## src/pkg/flash_cmd_pkg.sv

```systemverilog
// opcodes, field positions and reset values for the status-write and reset
// command handler; shared by the frame receiver and the command core.
package flash_cmd_pkg;
	localparam logic [7:0] OP_STATUS_WRITE_1 = 8'h01;
	localparam logic [7:0] OP_STATUS_WRITE_2 = 8'h31;
	localparam logic [7:0] OP_SOFT_RESET = 8'hF0;
	localparam logic [7:0] RESET_CONFIRM = 8'hD0;
	localparam int LOCK_POS = 7;
	localparam int GLOBAL_MSB = 5;
	localparam int GLOBAL_LSB = 2;
	localparam int RESET_EN_POS = 4;
	localparam int LOCKDOWN_EN_POS = 3;
	localparam int BIT_CNT_W = 3;
	localparam logic [BIT_CNT_W-1:0] BIT_CNT_ZERO = 3'h0;
	localparam logic [BIT_CNT_W-1:0] BIT_CNT_ONE = 3'h1;
	localparam logic STATUS_RESET_VAL = 1'b0;
	localparam int SYNC_W = 4;
	// select and write-protect idle high, serial clock and data low
	localparam logic [SYNC_W-1:0] SYNC_INIT = 4'h9;
	typedef enum logic [5:0] {
		ST_OPCODE = 6'h01,
		ST_WRITE_1 = 6'h02,
		ST_WRITE_2 = 6'h04,
		ST_RST_OP = 6'h08,
		ST_RST_CONF = 6'h10,
		ST_IGNORE = 6'h20
	} cmd_state_type;
endpackage : flash_cmd_pkg

```

## src/core/pin_sync.sv

```systemverilog
// two-flop synchroniser for a bundle of pin levels.
// assumes each bit is an independent slow level; no bus coherency is kept.
`timescale 1ns/1ps
module pin_sync
	import flash_cmd_pkg::*;
#(
	parameter int WIDTH = SYNC_W,
	parameter logic [WIDTH-1:0] INIT = '0
) (
	// clock and reset
	input wire logic i_clk,
	input wire logic i_arst_n,
	// levels
	input wire logic [WIDTH-1:0] i_async,
	output logic [WIDTH-1:0] o_sync
);
	logic [WIDTH-1:0] meta_reg;
	logic [WIDTH-1:0] sync_reg;

	always_ff @(posedge i_clk or negedge i_arst_n) begin
		if (!i_arst_n) begin
			meta_reg <= INIT;
			sync_reg <= INIT;
		end else begin
			meta_reg <= i_async;
			sync_reg <= meta_reg;
		end
	end

	assign o_sync = sync_reg;
endmodule : pin_sync

```

## src/core/spi_frame_rx.sv

```systemverilog
// spi mode 0/3 byte receiver working from synchronised pin levels.
// assumes the serial clock is well below a quarter of the system clock.
`timescale 1ns/1ps
module spi_frame_rx
	import flash_cmd_pkg::*;
(
	// clock and reset
	input wire logic i_clk,
	input wire logic i_arst_n,
	// synchronised pins
	input wire logic i_cs_n,
	input wire logic i_sclk,
	input wire logic i_mosi,
	// received bytes and frame end
	output logic o_byte_stb,
	output logic [7:0] o_byte,
	output logic o_frame_end,
	output logic o_frame_aligned
);
	logic sclk_prev_reg, sclk_prev_next;
	logic cs_prev_reg, cs_prev_next;
	logic [7:0] shift_reg, shift_next;
	logic [BIT_CNT_W-1:0] cnt_reg, cnt_next;
	logic stb_reg, stb_next;
	logic [7:0] byte_reg, byte_next;
	logic end_reg, end_next;
	logic aligned_reg, aligned_next;
	logic [7:0] shifted;

	always_comb begin
		sclk_prev_next = i_sclk;
		cs_prev_next = i_cs_n;
		shift_next = shift_reg;
		cnt_next = cnt_reg;
		stb_next = 1'b0;
		byte_next = byte_reg;
		end_next = 1'b0;
		aligned_next = aligned_reg;
		shifted = {shift_reg[6:0], i_mosi};
		// every select-low period is one frame, counted bit by bit
		if (i_cs_n) begin
			cnt_next = BIT_CNT_ZERO;
			if (!cs_prev_reg) begin
				end_next = 1'b1;
				aligned_next = (cnt_reg == BIT_CNT_ZERO);
			end
		end else if (i_sclk && !sclk_prev_reg) begin
			shift_next = shifted;
			cnt_next = cnt_reg + BIT_CNT_ONE;
			if (cnt_reg == ~BIT_CNT_ZERO) begin
				stb_next = 1'b1;
				byte_next = shifted;
			end
		end
	end

	always_ff @(posedge i_clk or negedge i_arst_n) begin
		if (!i_arst_n) begin
			sclk_prev_reg <= 1'b0;
			cs_prev_reg <= 1'b1;
			shift_reg <= 8'h00;
			cnt_reg <= BIT_CNT_ZERO;
			stb_reg <= 1'b0;
			byte_reg <= 8'h00;
			end_reg <= 1'b0;
			aligned_reg <= 1'b0;
		end else begin
			sclk_prev_reg <= sclk_prev_next;
			cs_prev_reg <= cs_prev_next;
			shift_reg <= shift_next;
			cnt_reg <= cnt_next;
			stb_reg <= stb_next;
			byte_reg <= byte_next;
			end_reg <= end_next;
			aligned_reg <= aligned_next;
		end
	end

	assign o_byte_stb = stb_reg;
	assign o_byte = byte_reg;
	assign o_frame_end = end_reg;
	assign o_frame_aligned = aligned_reg;
endmodule : spi_frame_rx

```

## src/core/flash_status_cmd.sv

```systemverilog
// status-write and software reset command handler of the serial flash.
// assumes write-enable, freeze and suspend events come as one-cycle pulses
// from the other command logic on I_SYS_CLK; spi pins are asynchronous.
`timescale 1ns/1ps
module flash_status_cmd
	import flash_cmd_pkg::*;
(
	// clock and reset
	input wire logic I_SYS_CLK,
	input wire logic I_ARST_N,
	// spi pins
	input wire logic I_CS_N,
	input wire logic I_SCLK,
	input wire logic I_MOSI,
	input wire logic I_WP_N,
	// events from the other command logic
	input wire logic I_LATCH_SET,
	input wire logic I_FREEZE_LOCKDOWN,
	input wire logic I_PROG_SUSPEND_SET,
	input wire logic I_ERASE_SUSPEND_SET,
	input wire logic I_RESUME,
	// status bits
	output logic O_PROTECTION_LOCK_BIT,
	output logic O_WRITE_ENABLE_LATCH,
	output logic O_RESET_COMMAND_ENABLE,
	output logic O_LOCKDOWN_COMMAND_ENABLE,
	output logic O_PROGRAM_SUSPEND_FLAG,
	output logic O_ERASE_SUSPEND_FLAG,
	// actions
	output logic O_SECTOR_PROT_ALLOW,
	output logic O_GLOBAL_PROT_STB,
	output logic [GLOBAL_MSB-GLOBAL_LSB:0] O_GLOBAL_PROT_CODE,
	output logic O_ARRAY_ABORT
);
	logic [SYNC_W-1:0] pins_s;
	logic cs_n_s, sclk_s, mosi_s, wp_n_s;
	logic byte_stb, frame_end, frame_aligned;
	logic [7:0] rx_byte;

	cmd_state_type state_reg, state_next;
	logic got_data_reg, got_data_next;
	logic [7:0] data_reg, data_next;
	logic lock_reg, lock_next;
	logic latch_reg, latch_next;
	logic rst_en_reg, rst_en_next;
	logic lkd_en_reg, lkd_en_next;
	logic frozen_reg, frozen_next;
	logic prog_susp_reg, prog_susp_next;
	logic erase_susp_reg, erase_susp_next;
	logic gstb_reg, gstb_next;
	logic [GLOBAL_MSB-GLOBAL_LSB:0] gcode_reg, gcode_next;
	logic abort_reg, abort_next;
	logic complete;

	// idle-high select and write-protect so reset does not look like a frame
	pin_sync #(
		.WIDTH(SYNC_W),
		.INIT(SYNC_INIT)
	) u_sync (
		.i_clk(I_SYS_CLK),
		.i_arst_n(I_ARST_N),
		.i_async({I_CS_N, I_SCLK, I_MOSI, I_WP_N}),
		.o_sync(pins_s)
	);
	assign {cs_n_s, sclk_s, mosi_s, wp_n_s} = pins_s;

	spi_frame_rx u_rx (
		.i_clk(I_SYS_CLK),
		.i_arst_n(I_ARST_N),
		.i_cs_n(cs_n_s),
		.i_sclk(sclk_s),
		.i_mosi(mosi_s),
		.o_byte_stb(byte_stb),
		.o_byte(rx_byte),
		.o_frame_end(frame_end),
		.o_frame_aligned(frame_aligned)
	);

	assign complete = got_data_reg && frame_aligned;

	// frame decode
	always_comb begin
		state_next = state_reg;
		got_data_next = got_data_reg;
		data_next = data_reg;
		if (frame_end) begin
			state_next = ST_OPCODE;
			got_data_next = 1'b0;
		end else if (byte_stb) begin
			case (state_reg)
				ST_OPCODE: begin
					got_data_next = 1'b0;
					if (rx_byte == OP_STATUS_WRITE_1 && latch_reg) begin
						state_next = ST_WRITE_1;
					end else if (rx_byte == OP_STATUS_WRITE_2 && latch_reg) begin
						state_next = ST_WRITE_2;
					end else if (rx_byte == OP_SOFT_RESET) begin
						state_next = ST_RST_OP;
					end else begin
						state_next = ST_IGNORE;
					end
				end
				ST_WRITE_1, ST_WRITE_2: begin
					// only the first data byte counts
					if (!got_data_reg) begin
						data_next = rx_byte;
						got_data_next = 1'b1;
					end
				end
				ST_RST_OP: begin
					state_next = (rx_byte == RESET_CONFIRM) ? ST_RST_CONF : ST_IGNORE;
				end
				ST_RST_CONF: begin
					got_data_next = 1'b1;
				end
				ST_IGNORE: begin
					state_next = ST_IGNORE;
				end
				default: begin
					state_next = ST_IGNORE;
				end
			endcase
		end
	end

	always_ff @(posedge I_SYS_CLK or negedge I_ARST_N) begin
		if (!I_ARST_N) begin
			state_reg <= ST_OPCODE;
			got_data_reg <= 1'b0;
			data_reg <= 8'h00;
		end else begin
			state_reg <= state_next;
			got_data_reg <= got_data_next;
			data_reg <= data_next;
		end
	end

	// status bits and actions taken at frame end
	always_comb begin
		lock_next = lock_reg;
		latch_next = latch_reg;
		rst_en_next = rst_en_reg;
		lkd_en_next = lkd_en_reg;
		frozen_next = frozen_reg | I_FREEZE_LOCKDOWN;
		prog_susp_next = prog_susp_reg & ~I_RESUME;
		erase_susp_next = erase_susp_reg & ~I_RESUME;
		gstb_next = 1'b0;
		gcode_next = gcode_reg;
		abort_next = 1'b0;
		if (frame_end) begin
			case (state_reg)
				ST_WRITE_1: begin
					latch_next = 1'b0;
					// with wp asserted, a write of 0 drops the lock, code and strobe update; the latch still clears
					if (complete && (wp_n_s || data_reg[LOCK_POS])) begin
						lock_next = data_reg[LOCK_POS];
						gcode_next = data_reg[GLOBAL_MSB:GLOBAL_LSB];
						gstb_next = ~lock_reg;
					end
				end
				ST_WRITE_2: begin
					latch_next = 1'b0;
					if (complete) begin
						rst_en_next = data_reg[RESET_EN_POS];
						if (!frozen_reg) begin
							lkd_en_next = data_reg[LOCKDOWN_EN_POS];
						end
					end
				end
				ST_RST_CONF: begin
					if (frame_aligned && rst_en_reg) begin
						abort_next = 1'b1;
						latch_next = 1'b0;
						prog_susp_next = 1'b0;
						erase_susp_next = 1'b0;
					end
				end
				default: begin
				end
			endcase
		end
		// a new event in the clearing cycle still lands
		if (I_LATCH_SET) begin
			latch_next = 1'b1;
		end
		if (I_PROG_SUSPEND_SET) begin
			prog_susp_next = 1'b1;
		end
		if (I_ERASE_SUSPEND_SET) begin
			erase_susp_next = 1'b1;
		end
		if (frozen_next) begin
			lkd_en_next = 1'b0;
		end
	end

	always_ff @(posedge I_SYS_CLK or negedge I_ARST_N) begin
		if (!I_ARST_N) begin
			lock_reg <= STATUS_RESET_VAL;
			latch_reg <= STATUS_RESET_VAL;
			rst_en_reg <= STATUS_RESET_VAL;
			lkd_en_reg <= STATUS_RESET_VAL;
			frozen_reg <= 1'b0;
			prog_susp_reg <= 1'b0;
			erase_susp_reg <= 1'b0;
			gstb_reg <= 1'b0;
			gcode_reg <= 4'h0;
			abort_reg <= 1'b0;
		end else begin
			lock_reg <= lock_next;
			latch_reg <= latch_next;
			rst_en_reg <= rst_en_next;
			lkd_en_reg <= lkd_en_next;
			frozen_reg <= frozen_next;
			prog_susp_reg <= prog_susp_next;
			erase_susp_reg <= erase_susp_next;
			gstb_reg <= gstb_next;
			gcode_reg <= gcode_next;
			abort_reg <= abort_next;
		end
	end

	assign O_PROTECTION_LOCK_BIT = lock_reg;
	assign O_WRITE_ENABLE_LATCH = latch_reg;
	assign O_RESET_COMMAND_ENABLE = rst_en_reg;
	assign O_LOCKDOWN_COMMAND_ENABLE = lkd_en_reg;
	assign O_PROGRAM_SUSPEND_FLAG = prog_susp_reg;
	assign O_ERASE_SUSPEND_FLAG = erase_susp_reg;
	assign O_SECTOR_PROT_ALLOW = ~lock_reg;
	assign O_GLOBAL_PROT_STB = gstb_reg;
	assign O_GLOBAL_PROT_CODE = gcode_reg;
	assign O_ARRAY_ABORT = abort_reg;
endmodule : flash_status_cmd

```

## config.mk

```make
export PLATFORM = sky130hd
export DESIGN_NAME = flash_status_cmd
export DESIGN_NICKNAME = d
export VERILOG_FILES = /design/src/pkg/flash_cmd_pkg.sv /design/src/core/pin_sync.sv /design/src/core/spi_frame_rx.sv /design/src/core/flash_status_cmd.sv
export SDC_FILE = /design/constraint.sdc
export NUM_CORES = 1
export LEC_CHECK = 0
export ABC_CLOCK_PERIOD_IN_PS = 1700
export BUFFER_PORTS_ARGS = -buffer_cell sky130_fd_sc_hd__buf_4
export CORE_ASPECT_RATIO = 1.5
export CORE_MARGIN = 5
export CORE_UTILIZATION = 30
export CTS_CLUSTER_SIZE = 28
export DETAILED_ROUTE_END_ITERATION = 8
export GPL_TIMING_DRIVEN = 0
export SETUP_SLACK_MARGIN = 0.3
export SLEW_MARGIN = 20
export SYNTH_ARGS = -nofsm -noshare
export SYNTH_HDL_FRONTEND = slang
export SYNTH_SLANG_ARGS = --single-unit
```

## constraint.sdc

```tcl
create_clock -name I_SYS_CLK -period 1.7 [get_ports I_SYS_CLK]
set_input_delay 0.34 -clock I_SYS_CLK [delete_from_list [all_inputs] [get_ports I_SYS_CLK]]
set_output_delay 0.34 -clock I_SYS_CLK [all_outputs]
set_load 0.05 [all_outputs]
```

Yosys cells after proc, flatten, opt, wreduce, memory -nomap -nowiden
Cells that the tools add are included.

word-level totals
  bits in registers = 59
  input port bits = 11
  output and inout bits = 13
  logic and storage cells = 115

operators by class
  add/subtract/negate cells = 1
  equal/unequal tests = 13
  muxes and demuxes = 40
  bitwise gates (word level) = 9
  reductions and logical operators = 29

operator list
  kind                                                                      number
  6-bit two-way mux                                                         6
  1-bit two-way mux                                                         29
  6-bit case mux with 3 select lines                                        1
  8-bit == test (second input constant)                                     2
  3-bit AND reduction                                                       4
  2-bit nonzero test                                                        6
  8-bit by 1-bit == test with 1-bit output (second input constant)          1
  8-bit by 6-bit == test with 1-bit output (second input constant)          1
  2-bit AND reduction                                                       4
  4-bit AND reduction                                                       2
  6-bit by 1-bit == test with 1-bit output (second input constant)          1
  6-bit by 2-bit == test with 1-bit output (second input constant)          1
  6-bit by 3-bit == test with 1-bit output (second input constant)          1
  6-bit by 4-bit == test with 1-bit output (second input constant)          1
  6-bit by 5-bit == test with 1-bit output (second input constant)          1
  1-bit logical AND                                                         6
  3-bit two-way mux                                                         2
  1-bit inverter                                                            6
  3-bit nonzero test                                                        2
  2-bit by 1-bit inequality test with 1-bit output (second input constant)  2
  1-bit case mux with 2 select lines                                        2
  3-bit by 1-bit adder with 3-bit output (second input constant)            1
  3-bit == test (second input constant)                                     1
  3-bit logical NOT                                                         1
  7 further kinds                                                           8

Longest topological paths before layout
  depth in word-level cells = 7
  depth in mapped cells = 5
  mapped depth without buffers = 4

Hierarchy
A second synthesis with hierarchy kept.

unflattened totals
  cells, all modules = 164
  area total of the unflattened synthesis = 2303.5 um^2

modules (own cells, without submodules)
  module            times used  cells an instance  area an instance (um^2)  seq. area each (um^2)
  flash_status_cmd  1           98                 1189.9                   626.9
  spi_frame_rx      1           58                 908.4                    576.8
  pin_sync          1           8                  205.2                    205.2

Worst setup path after synthesis
No wires, ideal clock.

  path kind = reg2reg
  start = register latch_reg, in the netlist O_WRITE_ENABLE_LATCH
  end = register state_reg[5]
  library setup time = 0.122 ns
  arrival time = 1.656 ns
  required time = 1.578 ns
  path slack = -0.078 ns
  cell stages (with the launch flop) = 5
  path buffers = 0
  period minus slack after synthesis = 1.778 ns
  cell sequence = dfrtp_1 > or4bb_1 > nor4_2 > a211oi_1 > a32o_1

on the way
  word-level cells in the longest chain between the ends = 6
  elaborated cells on any way between the ends = 7
  those cells by class = mux: 5; reduce/logical: 2

ends and longest elaborated chain
  what                                  line                     source
  start: declaration                    flash_status_cmd.sv:44   logic latch_reg, latch_next;
  start signal: assignment              flash_status_cmd.sv:211  latch_reg <= latch_next;
  1-bit logical AND                     flash_status_cmd.sv:95   end else if (rx_byte == OP_STATUS_WRITE_2 && latch_reg) begin
  6-bit two-way mux                     flash_status_cmd.sv:95
  6-bit two-way mux *                   flash_status_cmd.sv:93   if (rx_byte == OP_STATUS_WRITE_1 && latch_reg) begin
  6-bit case mux with 3 select lines *  flash_status_cmd.sv:90   case (state_reg)
  6-bit two-way mux *                   flash_status_cmd.sv:89   end else if (byte_stb) begin
  6-bit two-way mux *                   flash_status_cmd.sv:86   if (frame_end) begin
  end signal: assignment                flash_status_cmd.sv:132  state_reg <= state_next;
  end: declaration                      flash_status_cmd.sv:40   cmd_state_type state_reg, state_next;

Mark *: on every way between the ends. The rest lies on a longest branch, timed or not. The select of a mux whose other input is x is not followed.
A chain may end at the register's enable or synchronous reset.

Worst setup path in the final report
  start = register state_reg[0]
  end = register state_reg[5]

on the way
  word-level cells in the longest chain between the ends = 5
  elaborated cells on any way between the ends = 11
  those cells by class = eq/ne: 6; mux: 3; reduce/logical: 2

ends and longest elaborated chain
  what                                                                    line
  6-bit by 5-bit == test with 1-bit output, or another cell as far along  flash_status_cmd.sv:90
  3-bit OR reduction (no line)                                            --
  6-bit case mux with 3 select lines                                      flash_status_cmd.sv:90
  6-bit two-way mux                                                       flash_status_cmd.sv:89
  6-bit two-way mux                                                       flash_status_cmd.sv:86

Parallel ways exist; a longest one is shown, timed or not. The select of a mux whose other input is x is not followed.

==> metrics <==
status finished with violations; failing checks negative setup slack; Worst-Skew Late Latency a little under 0.3 ns; Post-synth EDFFs 0; CP Depth 4; DR pass1 iterations 4; DIE AREA between 9000 and 10000 um^2; Syn Nets 183; Detail Route Antenna Nets 0; Reg2Reg Depth 4; prevailing post-synth register cell dfrtp_1; leakage 1.43 nW; number of library cell types mapped by synthesis 46; Port Buffers 23; Mapped Area between 2000 and 2500 um^2; Largest stage delay, worst path approximately 0.58 ns; crit path max-delay cell type dfstp_2; RSZ-0062 raised after global routing true; global-route wire length before repair 7600 um; register area share after synthesis 0.611; Synth Area per Inst 13.6 um^2; die height between 100 and 150 um; Hold Buf Count CTS 0; Starting Density 0.305; ANT cells 0; CP endpoint kind register; top cell family by delay on the critical path simple AND/OR/NAND/NOR gates; fmax 562 MHz; via/cell ratio ~4.7; die width approximately 82 um; largest net degree at the start of global routing 57; cell with the most instances after synthesis dfrtp_1; CTS Root Cell clkbuf_16; # setup viols final 1; Total GRT Usage 0.101; core area about 7600 um^2; CTS tree done; worst-path maximum fanout 5; yosys warns 0; Area Overhead vs Synth 36.9%; Slew headroom 0.531; via count approximately 1500; dpl hpwl between 2000 and 3000 um; clock tree buffer depth 2; pre-CTS setup slack -0.0832 ns; CP required approximately 1.9 ns; # DRC 0; VDD IR max 0.519 mV; gr ovfl total 0; vias in the first global route approximately 1600; fraction of layout cells with a size suffix above 1 0.525; crit path kind register to register; WP buf/inv 0; Synth area leader dfrtp_1; Hold Worst Slack slightly above 0.08 ns; max-slew violation count 0; register bit total from synthesis 56; MaxCap Viol Count 0; Synth top cells by count dfrtp_1, mux2_1, mux2_2; routed len/inst around 14 um; setup ws final -0.0795 ns; Synth top area share 0.543; clock skew between 0.003 and 0.004 ns; 1st-iter DRT viols 68; final WL approximately 4500 um; Pwr per Cell Area slightly below 900 nW/um^2; final period utilization 1.05; clock sinks 56; Slew @ Worst Pin about 0.7 ns; fin crit period 1.78 ns; TritonCTS Buffers 5; Mapped Cells 169; nets@finish roughly 230; htree depth 2; top post-synthesis cells by area dfrtp_1, dfstp_2, mux2_1; initial antenna violation count 0; Setup crit start kind register; Hold WC Path Type input pin to asynchronous set/reset pin; number of top-level pins 24; num rows 39; asr flop ratio synth 1.00; CTS clock-pin slew for the worst setup and hold paths 0.07 ns; Largest register FFs 8; Final Hold Viols 0; gp weighted congestion about 0.91; Crit path arrival time ~2.0 ns; crit-path cells or4b_4 > nor4_4 > a211oi_1 > a32o_1
[power breakdown]
part	internal, mW	switching, mW	total, mW
registers	1.43	0.0592	1.49
logic	0.0918	0.0754	0.167
clock network	0.692	0.461	1.15
[cells in the final DEF, fill, tap and decap left out, drive strengths merged, types with 4 or more instances in the layout]
master  synthesis  final
nor2            9      9
clkbuf          1      6
nand2           8      8
nand4           4      4
buf             1     45
a21o            4      4
o21ai           5      5
a21oi           9      9
inv             6      6
mux2           25     25
dfstp           6      6
dfrtp          50     50
[metal layers]
metal	track usage	vias up	routed length (um)	share of wire
li1	-	708	-	-
met1	0.114	764	1780	0.39
met2	0.173	34	2450	0.54
met3	0.0276	10	217	0.048
met4	0.0423	0	97	0.021
met5	0	-	0	0
[through the flow]
step / cells / power [mW] / TNS, ns / instance area [um^2] / utilization
2_1_floorplan: 169 / 1.60 / 0 / 2380 / -
4_1_cts: 315 / 2.85 / -0.0268 / 3070 / 0.406
3_5_place_dp: 294 / 1.68 / -0.392 / 2690 / 0.355
5_1_grt: 323 / 2.92 / -0.211 / 3160 / 0.417
3_3_place_gp: 294 / 1.67 / -0.386 / 2690 / 0.355
6_report: 323 / 2.81 / -0.0795 / 3160 / 0.417
[layout make-up]
type	instances	area [um^2]
Clock inverter	3	42.5
Buffer	2	18.8
Tap cell	102	128
Sequential cell	56	1420
Timing Repair Buffer	44	370
Multi-Input combinational cell	105	1030
Inverter	6	22.5
Fill cell	689	4410
Clock buffer	5	125
[path summary, 6_finish.rpt]
check / startpoint / endpoint / slack, ns
max reg2reg: state_reg[0] / state_reg[5] / -0.08
min reg2reg: u_sync.meta_reg[1] / u_sync.o_sync[1] / 0.35
min in group I_SYS_CLK: I_WP_N / u_sync.meta_reg[0] / 0.15
max: state_reg[0] / state_reg[5] / -0.08
min: I_ARST_N / u_sync.meta_reg[1] / 0.08
max in group asynchronous: I_ARST_N / O_WRITE_ENABLE_LATCH / 1.09
[cell families after synthesis]
kind of cell / Yosys count / share of synthesized area
fa+ha+maj: 3 / 0.0163
flops: 56 / 0.611
xor+xnor: 2 / 0.00760
compound gates: 26 / 0.0722
simple gates: 48 / 0.144
mux: 26 / 0.135
buf+inv: 8 / 0.0136
[repair_timing]
item / CTS / global route
setup buffers: 12 / 8
pin swaps: 18 / 5
gates resized for setup: 25 / 4
endpoints found under the setup margin: 30 / 30
cloned: 1 / 0
Note: power is estimated with default switching activity, not from simulation.
